**config.mk**
```make
export PLATFORM = sky130hd
export DESIGN_NAME = ipc_input_path_regs
export DESIGN_NICKNAME = d
export VERILOG_FILES = /design/src/core/ipc_pkg.sv /design/src/core/ipc_input_path_regs.sv
export VERILOG_INCLUDE_DIRS = /design/src /design/src/core
export SDC_FILE = /design/constraint.sdc
export NUM_CORES = 1
export LEC_CHECK = 0
export ABC_AREA = 0
export BUFFER_PORTS_ARGS = -buffer_cell sky130_fd_sc_hd__buf_2
export CELL_PAD_IN_SITES_DETAIL_PLACEMENT = 1
export CELL_PAD_IN_SITES_GLOBAL_PLACEMENT = 1
export CORE_ASPECT_RATIO = 1.75
export CORE_UTILIZATION = 46
export DETAILED_ROUTE_END_ITERATION = 7
export PLACE_DENSITY = 0.81
export SLEW_MARGIN = 20
export SYNTH_ARGS = -nofsm -noshare
export SYNTH_HDL_FRONTEND = slang
export SYNTH_SLANG_ARGS = --single-unit
export TNS_END_PERCENT = 50
```
**constraint.sdc**
```tcl
create_clock -name clk -period 4.5 [get_ports clk]
set_input_delay 0.225 -clock clk [delete_from_list [all_inputs] [get_ports clk]]
set_output_delay 0.225 -clock clk [all_outputs]
set_load 0.02 [all_outputs]
```
**src/core/ipc_map.svh**
```systemverilog
`ifndef IPC_MAP_SVH
`define IPC_MAP_SVH

// Register indices on the two-wire control interface.
`define IPC_IDX_PWR2        7'h02
`define IPC_IDX_PAIR1       7'h16
`define IPC_IDX_PAIR2       7'h17

// Field positions.
`define IPC_BIT_AMP_1A      7
`define IPC_BIT_AMP_1B      6
`define IPC_BIT_AMP_2A      5
`define IPC_BIT_AMP_2B      4
`define IPC_BIT_DIFF        1

// Reset values of the stored fields.
`define IPC_RST_AMP         1'b0
`define IPC_RST_DIFF        1'b1

// Default 7-bit device address; the value is arbitrary.
`define IPC_DEV_ADDR        7'h1A

// Bit count of one byte on the wire.
`define IPC_BYTE_BITS       4'h8

`endif

```
**src/core/ipc_pkg.sv**
```systemverilog
package ipc_pkg;

	typedef enum logic [3:0] {
		ST_IDLE    = 4'b0000,
		ST_DEV     = 4'b0001,
		ST_DEV_ACK = 4'b0010,
		ST_IDX     = 4'b0011,
		ST_IDX_ACK = 4'b0100,
		ST_LOW     = 4'b0101,
		ST_LOW_ACK = 4'b0110,
		ST_TX      = 4'b0111,
		ST_TX_ACK  = 4'b1000
	} ipc_state_t;

	typedef struct packed {
		logic amp_1a_on;
		logic amp_1b_on;
		logic amp_2a_on;
		logic amp_2b_on;
	} ipc_amp_t;

	typedef struct packed {
		logic pos_to_a;
		logic neg_to_a;
		logic neg_to_b;
	} ipc_route_t;

endpackage

```
**src/core/ipc_input_path_regs.sv**
```systemverilog
`timescale 1ns/1ps
`default_nettype none
`include "ipc_map.svh"

module ipc_input_path_regs #(
	parameter logic [6:0] DEV_ADDR = `IPC_DEV_ADDR
) (
	// Clock and reset
	input  wire logic          clk,
	input  wire logic          srst,
	// Two-wire control interface
	input  wire logic          scl_in,
	input  wire logic          sda_in,
	output logic               sda_out,
	output logic               sda_oe,
	// Clamp release requests per pair, bypass pair last
	input  wire logic [2:0]    clamp_release,
	// Amplifier, routing and clamp controls
	output ipc_pkg::ipc_amp_t  amp_on,
	output ipc_pkg::ipc_route_t pair1_route,
	output ipc_pkg::ipc_route_t pair2_route,
	output logic               pair1_differential_select,
	output logic               pair2_differential_select,
	output logic               bypass_to_speaker,
	output logic [2:0]         pin_clamp_on
);

	ipc_pkg::ipc_state_t state_r;
	logic                scl_q_r;
	logic                sda_q_r;
	logic [3:0]          cnt_r;
	logic [7:0]          shift_r;
	logic [7:0]          tx_r;
	logic                rw_r;
	logic                hi_r;
	logic                ack_ok_r;
	logic [6:0]          idx_r;
	logic                d8_r;
	logic                amp_1a_r;
	logic                amp_1b_r;
	logic                amp_2a_r;
	logic                amp_2b_r;
	logic                diff1_r;
	logic                diff2_r;
	logic                scl_rise;
	logic                scl_fall;
	logic                start_cond;
	logic                stop_cond;
	logic                wr_en;
	logic [8:0]          wr_data;
	logic [8:0]          rd_data;

	// Returns the 9-bit read-back word of the register at an index.
	function automatic logic [8:0] reg_read(
		input logic [6:0] idx,
		input logic       a1a,
		input logic       a1b,
		input logic       a2a,
		input logic       a2b,
		input logic       d1,
		input logic       d2
	);
		logic [8:0] v;
		v = 9'h000;
		if (idx == `IPC_IDX_PWR2)
		begin
			v[`IPC_BIT_AMP_1A] = a1a;
			v[`IPC_BIT_AMP_1B] = a1b;
			v[`IPC_BIT_AMP_2A] = a2a;
			v[`IPC_BIT_AMP_2B] = a2b;
		end
		else if (idx == `IPC_IDX_PAIR1)
		begin
			v[`IPC_BIT_DIFF] = d1;
		end
		else if (idx == `IPC_IDX_PAIR2)
		begin
			v[`IPC_BIT_DIFF] = d2;
		end
		return v;
	endfunction

	assign scl_rise   = scl_in & ~scl_q_r;
	assign scl_fall   = ~scl_in & scl_q_r;
	assign start_cond = scl_in & scl_q_r & sda_q_r & ~sda_in;
	assign stop_cond  = scl_in & scl_q_r & ~sda_q_r & sda_in;
	assign wr_en      = (state_r == ipc_pkg::ST_LOW) && scl_fall && (cnt_r == `IPC_BYTE_BITS);
	assign wr_data    = {d8_r, shift_r};
	assign rd_data    = reg_read(idx_r, amp_1a_r, amp_1b_r, amp_2a_r, amp_2b_r,
	                             diff1_r, diff2_r);

	always_ff @(posedge clk)
	begin
		if (srst)
		begin
			scl_q_r <= 1'b1;
			sda_q_r <= 1'b1;
		end
		else
		begin
			scl_q_r <= scl_in;
			sda_q_r <= sda_in;
		end
	end

	// Serial protocol: device address, index byte with data bit 8, low data byte.
	always_ff @(posedge clk)
	begin
		if (srst)
		begin
			state_r  <= ipc_pkg::ST_IDLE;
			cnt_r    <= 4'h0;
			shift_r  <= 8'h00;
			tx_r     <= 8'h00;
			rw_r     <= 1'b0;
			hi_r     <= 1'b0;
			ack_ok_r <= 1'b0;
			idx_r    <= 7'h00;
			d8_r     <= 1'b0;
		end
		else if (start_cond)
		begin
			state_r <= ipc_pkg::ST_DEV;
			cnt_r   <= 4'h0;
		end
		else if (stop_cond)
		begin
			state_r <= ipc_pkg::ST_IDLE;
		end
		else
		begin
			case (state_r)
				ipc_pkg::ST_DEV, ipc_pkg::ST_IDX, ipc_pkg::ST_LOW:
				begin
					if (scl_rise && cnt_r != `IPC_BYTE_BITS)
					begin
						shift_r <= {shift_r[6:0], sda_in};
						cnt_r   <= cnt_r + 4'h1;
					end
					else if (scl_fall && cnt_r == `IPC_BYTE_BITS)
					begin
						cnt_r <= 4'h0;
						if (state_r == ipc_pkg::ST_DEV)
						begin
							rw_r    <= shift_r[0];
							state_r <= (shift_r[7:1] == DEV_ADDR) ? ipc_pkg::ST_DEV_ACK
							                                     : ipc_pkg::ST_IDLE;
						end
						else if (state_r == ipc_pkg::ST_IDX)
						begin
							idx_r   <= shift_r[7:1];
							d8_r    <= shift_r[0];
							state_r <= ipc_pkg::ST_IDX_ACK;
						end
						else
						begin
							state_r <= ipc_pkg::ST_LOW_ACK;
						end
					end
				end
				ipc_pkg::ST_DEV_ACK:
				begin
					if (scl_fall)
					begin
						if (rw_r)
						begin
							tx_r    <= {7'h00, rd_data[8]};
							hi_r    <= 1'b1;
							state_r <= ipc_pkg::ST_TX;
						end
						else
						begin
							state_r <= ipc_pkg::ST_IDX;
						end
					end
				end
				ipc_pkg::ST_IDX_ACK, ipc_pkg::ST_LOW_ACK:
				begin
					if (scl_fall)
					begin
						state_r <= (state_r == ipc_pkg::ST_IDX_ACK) ? ipc_pkg::ST_LOW
						                                           : ipc_pkg::ST_IDLE;
					end
				end
				ipc_pkg::ST_TX:
				begin
					if (scl_fall)
					begin
						cnt_r <= cnt_r + 4'h1;
						tx_r  <= {tx_r[6:0], 1'b0};
						if (cnt_r == 4'h7)
						begin
							cnt_r   <= 4'h0;
							state_r <= ipc_pkg::ST_TX_ACK;
						end
					end
				end
				ipc_pkg::ST_TX_ACK:
				begin
					if (scl_rise)
					begin
						ack_ok_r <= ~sda_in;
					end
					else if (scl_fall)
					begin
						hi_r <= 1'b0;
						if (ack_ok_r && hi_r)
						begin
							tx_r    <= rd_data[7:0];
							state_r <= ipc_pkg::ST_TX;
						end
						else
						begin
							state_r <= ipc_pkg::ST_IDLE;
						end
					end
				end
				default:
				begin
					state_r <= ipc_pkg::ST_IDLE;
				end
			endcase
		end
	end

	always_comb
	begin
		sda_out = 1'b0;
		case (state_r)
			ipc_pkg::ST_DEV_ACK, ipc_pkg::ST_IDX_ACK, ipc_pkg::ST_LOW_ACK:
				sda_oe = 1'b1;
			ipc_pkg::ST_TX:
				sda_oe = ~tx_r[7];
			default:
				sda_oe = 1'b0;
		endcase
	end

	always_ff @(posedge clk)
	begin
		if (srst)
		begin
			amp_1a_r <= `IPC_RST_AMP;
			amp_1b_r <= `IPC_RST_AMP;
			amp_2a_r <= `IPC_RST_AMP;
			amp_2b_r <= `IPC_RST_AMP;
		end
		else if (wr_en && idx_r == `IPC_IDX_PWR2)
		begin
			amp_1a_r <= wr_data[`IPC_BIT_AMP_1A];
			amp_1b_r <= wr_data[`IPC_BIT_AMP_1B];
			amp_2a_r <= wr_data[`IPC_BIT_AMP_2A];
			amp_2b_r <= wr_data[`IPC_BIT_AMP_2B];
		end
	end

	always_ff @(posedge clk)
	begin
		if (srst)
		begin
			diff1_r <= `IPC_RST_DIFF;
			diff2_r <= `IPC_RST_DIFF;
		end
		else if (wr_en && idx_r == `IPC_IDX_PAIR1)
			diff1_r <= wr_data[`IPC_BIT_DIFF];
		else if (wr_en && idx_r == `IPC_IDX_PAIR2)
			diff2_r <= wr_data[`IPC_BIT_DIFF];
	end

	assign amp_on = '{amp_1a_on: amp_1a_r, amp_1b_on: amp_1b_r,
	                  amp_2a_on: amp_2a_r, amp_2b_on: amp_2b_r};
	assign pair1_differential_select = diff1_r;
	assign pair2_differential_select = diff2_r;
	assign pair1_route = '{pos_to_a: 1'b1, neg_to_a: diff1_r, neg_to_b: ~diff1_r};
	assign pair2_route = '{pos_to_a: 1'b1, neg_to_a: diff2_r, neg_to_b: ~diff2_r};
	assign bypass_to_speaker = 1'b1;
	assign pin_clamp_on = srst ? 3'h7 : ~clamp_release;

endmodule
`default_nettype wire

```
## After elaboration in Yosys (flattened, before gate mapping)

Cells that the tools add are included.

| operators by class | value |
|---|---|
| add/sub/neg operators | 1 |
| equal/unequal tests | 34 |
| multiplexer cells | 40 |
| bitwise logic cells | 20 |
| reduce and logical (&&, ||, !) cells | 26 |

Operators with widths:

| operator | number |
|---|---|
| $mux 4 | 13 |
| $mux 8 | 6 |
| $ne 4x4->1 const B | 9 |
| $pmux 8 s3 | 1 |
| $eq 7x5->1 const B | 3 |
| $eq 4x3->1 const B | 5 |
| $ne 2x2->1 const B | 10 |
| $pmux 4 s5 | 1 |
| $reduce_and 8->1 | 2 |
| $mux 3 | 5 |
| $reduce_and 7->1 | 2 |
| $not 1->1 | 12 |
| $reduce_and 4->1 | 3 |
| $mux 1 | 9 |
| $reduce_and 9->1 | 1 |
| $reduce_or 3->1 | 3 |
| $eq 4x2->1 const B | 2 |
| $eq 4x4->1 const B | 2 |
| $logic_and 1x1->1 | 8 |
| $pmux 4 s2 | 1 |
| $and 1x1->1 | 7 |
| $eq 7x2->1 const B | 1 |
| $reduce_and 6->1 | 1 |
| $add 4x1->4 const B | 1 |
| other kinds (9) | 13 |

| word-level totals | value |
|---|---|
| bits in registers | 42 |
| output and inout bits | 18 |
| logic and storage cells | 138 |

## Longest topological paths before layout

| depth | value |
|---|---|
| word-level depth | 8 |
| depth in mapped cells | 8 |
| gate-level depth less buffers | 7 |

## Worst setup path before layout

Ideal clock, no wire load.

| path | value |
|---|---|
| path type | reg-to-reg |
| start point | reg state_r[0] |
| end point | reg tx_r[4] |
| setup time | 0.131 ns |
| arrival | 2.007 ns |
| data required time | 4.369 ns |
| setup slack | 2.362 ns |
| stages on the path, launching flop included | 8 |
| period minus slack after synthesis | 2.138 ns |
| cell sequence | dfxtp_1 or4b_1 clkbuf_2 nor3b_1 or4_1 clkbuf_2 a221oi_1 nor3_1 |

| on the way | value |
|---|---|
| word-level cells in the longest chain between the ends | 3 |

Ends and longest elaborated chain:

| what | RTL line | RTL |
|---|---|---|
| start, declared | ipc_input_path_regs.sv:28 | `ipc_pkg::ipc_state_t state_r;` |
| start signal, assigned | ipc_input_path_regs.sv:111 | `state_r <= ipc_pkg::ST_IDLE;` |
| start signal, assigned | ipc_input_path_regs.sv:123 | `state_r <= ipc_pkg::ST_DEV;` |
| start signal, assigned | ipc_input_path_regs.sv:128 | `state_r <= ipc_pkg::ST_IDLE;` |
| $eq 4x4->1, or another cell as far along | ipc_input_path_regs.sv:132 | `case (state_r)` |
| $ne 2x2->1 (no source line) or $reduce_bool 3->1 (tied branches) | - |  |
| $reduce_and 9->1 (no source line) | - |  |
| end signal, assigned | ipc_input_path_regs.sv:167 | `tx_r <= {7'h00, rd_data[8]};` |
| end signal, assigned | ipc_input_path_regs.sv:190 | `tx_r <= {tx_r[6:0], 1'b0};` |
| end signal, assigned | ipc_input_path_regs.sv:209 | `tx_r <= rd_data[7:0];` |
| end, declared | ipc_input_path_regs.sv:33 | `logic [7:0] tx_r;` |

Several ways; a longest one is shown, not always the timed one.
A chain may end at the register's enable or synchronous reset.

## Worst setup path after layout

| path | value |
|---|---|
| start point | reg state_r[0] |
| end point | reg cnt_r[2] |

| on the way | value |
|---|---|
| word-level cells in the longest chain between the ends | 4 |

Ends and longest elaborated chain:

| what | RTL line | RTL |
|---|---|---|
| $eq 4x3->1, or another cell as far along | ipc_input_path_regs.sv:132 |  |
| $reduce_or 3->1 | - |  |
| $ne 3x3->1 (no source line) or $reduce_bool 2->1 (tied branches) | - |  |
| $reduce_and 4->1 (no source line) | - |  |
| end signal, assigned | ipc_input_path_regs.sv:138 | `cnt_r <= cnt_r + 4'h1;` |
| end signal, assigned | ipc_input_path_regs.sv:189 | `cnt_r <= cnt_r + 4'h1;` |
| end, declared | ipc_input_path_regs.sv:31 | `logic [3:0] cnt_r;` |

Several ways; a longest one is shown, not always the timed one.

==> results.txt <==
- Outcome: complete, no violations
* Hold Path End: ack_ok_r$_SDFFE_PP0P_
* Most frequently used flop master after synthesis: sky130_fd_sc_hd__dfxtp_1
- CTS placed an instance of sky130_fd_sc_hd__clkbuf_8 at the clock tree root.
- The synthesized design contains 41 register bits.
- Depth of the worst hold-timing path: 2
- Async set-reset flop share out of synthesis: 0
- Including well taps, the total number of placed cells is 296.
- Yosys mapped a number of flops with a built-in enable equal to 0.
- TritonCTS clock tree: built
* Worst vdd ir: 0.275 mV
- After synthesis, the mean cell area works out to 8.38 um2.
- STA puts the critical path data required time at 4.73 ns.
* Startpoint of the lowest-slack register-to-register path: state_r[0]$_SDFFE_PP0P_
* Total via count after detailed routing: 1,761
* Fin. Hold Viols: 0
* Fillcell total: 534
- Routability-driven placement finished with a final weighted congestion of 0.829.
* Worst path slowest cell: sky130_fd_sc_hd__or4b_2
- Clock latency on the worst-skew pair, taken at its later pin, is 0.29 ns.
* Top Ports: 25
- Of the post-synthesis cell area, the dominant cell type holds 0.397.
- Number of standard cells after synthesis: 247
- Total half-perimeter wirelength after legalization and detailed placement: 3810 um
- The analysis attributes to cell leakage a power of 0.858 nW.
* CTS sink count: 41
- CORE AREA: 4230 um2
- The setup check on the worst reg-to-reg path leaves a slack of 1.93 ns.
- Total cell area at the placement stage: 2110 um2
- Worst reg2reg endpoint: cnt_r[2]$_SDFFE_PP0P_
- Ranking of synthesized cells by instance count: sky130_fd_sc_hd__nor2_1, sky130_fd_sc_hd__dfxtp_1, sky130_fd_sc_hd__mux2i_1
* Worst setup startpoint: state_r[0]$_SDFFE_PP0P_
- Dominant cell type by area after synthesis: sky130_fd_sc_hd__dfxtp_1
- For this run, the register share of the synthesized area comes to 0.397.
- Number of detailed-route iterations in the first pass: 4
- After detailed routing, the number of remaining DRC violations is 0.
* Routed len/inst: 16.6 um
- On the worst path, the slowest cell contributes a delay of 0.63 ns.
- Arrival time at the worst endpoint: 2.80 ns
* Cts bufs inserted: 5
* Floorplan die height: 90.7 um
- Max-cap violations in this run came to 0.
- Post_cts resized: 0
* Share of post-route cells with drive strength above 1: 0.142
- Register clock-pin slew on the reported worst setup and hold paths: 0.08 ns
* Final count of negative-setup-slack endpoints: 0
- The design draws 0.706 mW.
* Clock H-tree levels: 2
- Final count of pins violating max slew: 0
- Clock skew on the completed layout was measured at 0.00710 ns.
- 0 antenna diodes ended up in the layout.
* Worst path cell trace: nor2b_1, nand4_1, o21a_1, or4b_2, a21oi_1
* Crit start category: flip-flop
* Startpoint of the most critical hold path: sda_in
- Category of the critical setup timing path: flip-flop to flip-flop
* Pwr per Cell Area: 318 nW/um2
* Final worst path period share: 0.571
- For this run the aggregate overflow at the end of global routing stands at 0.
* Total number of placement rows: 31
* Yosys warnings: 0
- In this run the worst hold path is classified as input pin to flip-flop.
- For this run, the top clock speed supported by timing is 389 MHz.
* PortBufs: 20
- Cell Area, Synth: 2070 um2
- Timing analysis after detailed placement gives a worst setup slack of 1.93 ns.
- For this design, the CTS-stage hold fixing added 0 buffers.
- Final worst slack: 1.93 ns
* Effective utilization at floorplan: 0.489
- Die outline width: 52.7 um
- Number of global-route vias before repair: 1,780
- Critical path fanouts, max: 16
* Accumulated negative setup slack: 0 ns
- Hold timing on the final database bottoms out at a slack of 0.186 ns.
- The initial antenna violation count came to 0.
- The netlist uses 47 different library cells.
- Detail Route Antenna Nets: 0
- Overall track demand over capacity in global routing: 0.235
* Number of buffers and inverters on the critical path: 0
* Actual transition at the worst max-transition pin: 0.791 ns
* Max transition margin: 0.467
* Wire length reported by the detailed router: 5040 um
- Final instance area: 2220 um2
- The smallest clock period supported by the final layout is computed as 2.57 ns.
* Util after Layout: 0.525
- Broken down by cell family, the worst path's largest delay share belongs to simple AND/OR/NAND/NOR gates.
- Global-route wire length before repair: 8340 um
- Once the clock tree was built, the setup fixing pass inserted 0 buffers.
* Unrepaired setup endpoints after global routing: no
* Number of standard cells in the layout, taps in and fillers out: 303
- STA classifies the critical path endpoint as a flip-flop.
- Worst Reg2Reg Path Length in Cells: 5
- Most numerous cell in the Yosys netlist: sky130_fd_sc_hd__nor2_1
* Detail-routed via count per cell: 5.81
- Maximum clock insertion buffer count: 2
* Largest net degree at the start of global routing: 42
* Final net count: 263
- Sorting the synthesized cells by area gives the leading types as sky130_fd_sc_hd__dfxtp_1, sky130_fd_sc_hd__mux2i_1, sky130_fd_sc_hd__nor2_1, sky130_fd_sc_hd__buf_4, sky130_fd_sc_hd__a21oi_1.
- Iteration-0 DRC count of the detailed router: 30
- Floorplan die area: 4780 um2
- Area Growth Syn to Fin: 7.19%
==> cell usage in the layout, fill, tap and decap left out, types with 5 or more instances in the layout <==
cell type	Yosys	routed
sky130_fd_sc_hd__clkbuf_8	0	5
sky130_fd_sc_hd__nand2_1	9	9
sky130_fd_sc_hd__nor2_1	44	44
sky130_fd_sc_hd__nor2b_1	5	5
sky130_fd_sc_hd__buf_2	1	20
sky130_fd_sc_hd__a211oi_1	6	6
sky130_fd_sc_hd__a21oi_1	11	11
sky130_fd_sc_hd__o21ai_0	7	7
sky130_fd_sc_hd__inv_1	10	10
sky130_fd_sc_hd__nand2b_1	5	5
sky130_fd_sc_hd__mux2i_1	19	19
sky130_fd_sc_hd__dfxtp_1	41	41
sky130_fd_sc_hd__nor3_1	10	10
sky130_fd_sc_hd__a31oi_1	6	6
==> logic make-up after synthesis <==
logic type | synth area share
other | 0.00363
XOR/XNOR | 0.00847
flip-flops | 0.397
AO/OA/AOI/OAI | 0.154
adder cells (fa/ha/maj) | 0.0121
multiplexers | 0.0919
AND/OR/NAND/NOR | 0.256
buffers and inverters | 0.0780
==> registers in the layout (all words and copies together) (netlist names) <==
name                       cells
tx_r                           7
hi_r                           1
scl_q_r                        1
idx_r                          7
rw_r                           1
ack_ok_r                       1
state_r                        4
amp_1b_r                       1
pair1_differential_select      1
sda_q_r                        1
amp_1a_r                       1
amp_2b_r                       1
shift_r                        8
cnt_r                          4
amp_2a_r                       1
pair2_differential_select      1
==> worst reg2reg max path: stages (launching register included) <==
cell,delay (ns)
sky130_fd_sc_hd__dfxtp_1,0.60
sky130_fd_sc_hd__nor2b_1,0.27
sky130_fd_sc_hd__nand4_1,0.53
sky130_fd_sc_hd__o21a_1,0.34
sky130_fd_sc_hd__or4b_2,0.63
sky130_fd_sc_hd__a21oi_1,0.14
==> worst max path at each step <==
stage	to	slack [ns]	cells past startpoint
after floorplan	tx_r[4]$_SDFFE_PP0P_	2.36	7
after global placement	cnt_r[2]$_SDFFE_PP0P_	2.01	5
after detailed placement	cnt_r[2]$_SDFFE_PP0P_	1.93	5
after CTS	cnt_r[2]$_SDFFE_PP0P_	1.91	5
after global routing	tx_r[1]$_SDFFE_PP0P_	1.73	5
final	cnt_r[2]$_SDFFE_PP0P_	1.93	5
==> where the power goes <==
group / internal, mW / total, mW / switching, mW
Clock: 0.161 / 0.285 / 0.123
Combinational: 0.0172 / 0.0495 / 0.0323
Sequential: 0.366 / 0.372 / 0.00620
==> layout make-up <==
| class | count | area (um2) | area share |
|---|---|---|---|
| multi-input cells | 176 | 1090 | 0.494 |
| flip-flops and latches | 41 | 821 | 0.370 |
| repair buffers | 20 | 100 | 0.0451 |
| clock buffers | 5 | 68.8 | 0.0310 |
| well taps | 49 | 61.3 | 0.0276 |
| inverters | 10 | 37.5 | 0.0169 |
| clock inverters | 2 | 35.0 | 0.0158 |
==> routing by layer <==
metal  vias up  track usage  part of all wire
li1        874            -                 -
met1       858        0.246              0.39
met2        18        0.427              0.57
met3        11       0.0370             0.017
met4         0        0.112             0.031
met5         -            0                 0
Note: power is estimated with default switching activity, not from simulation.
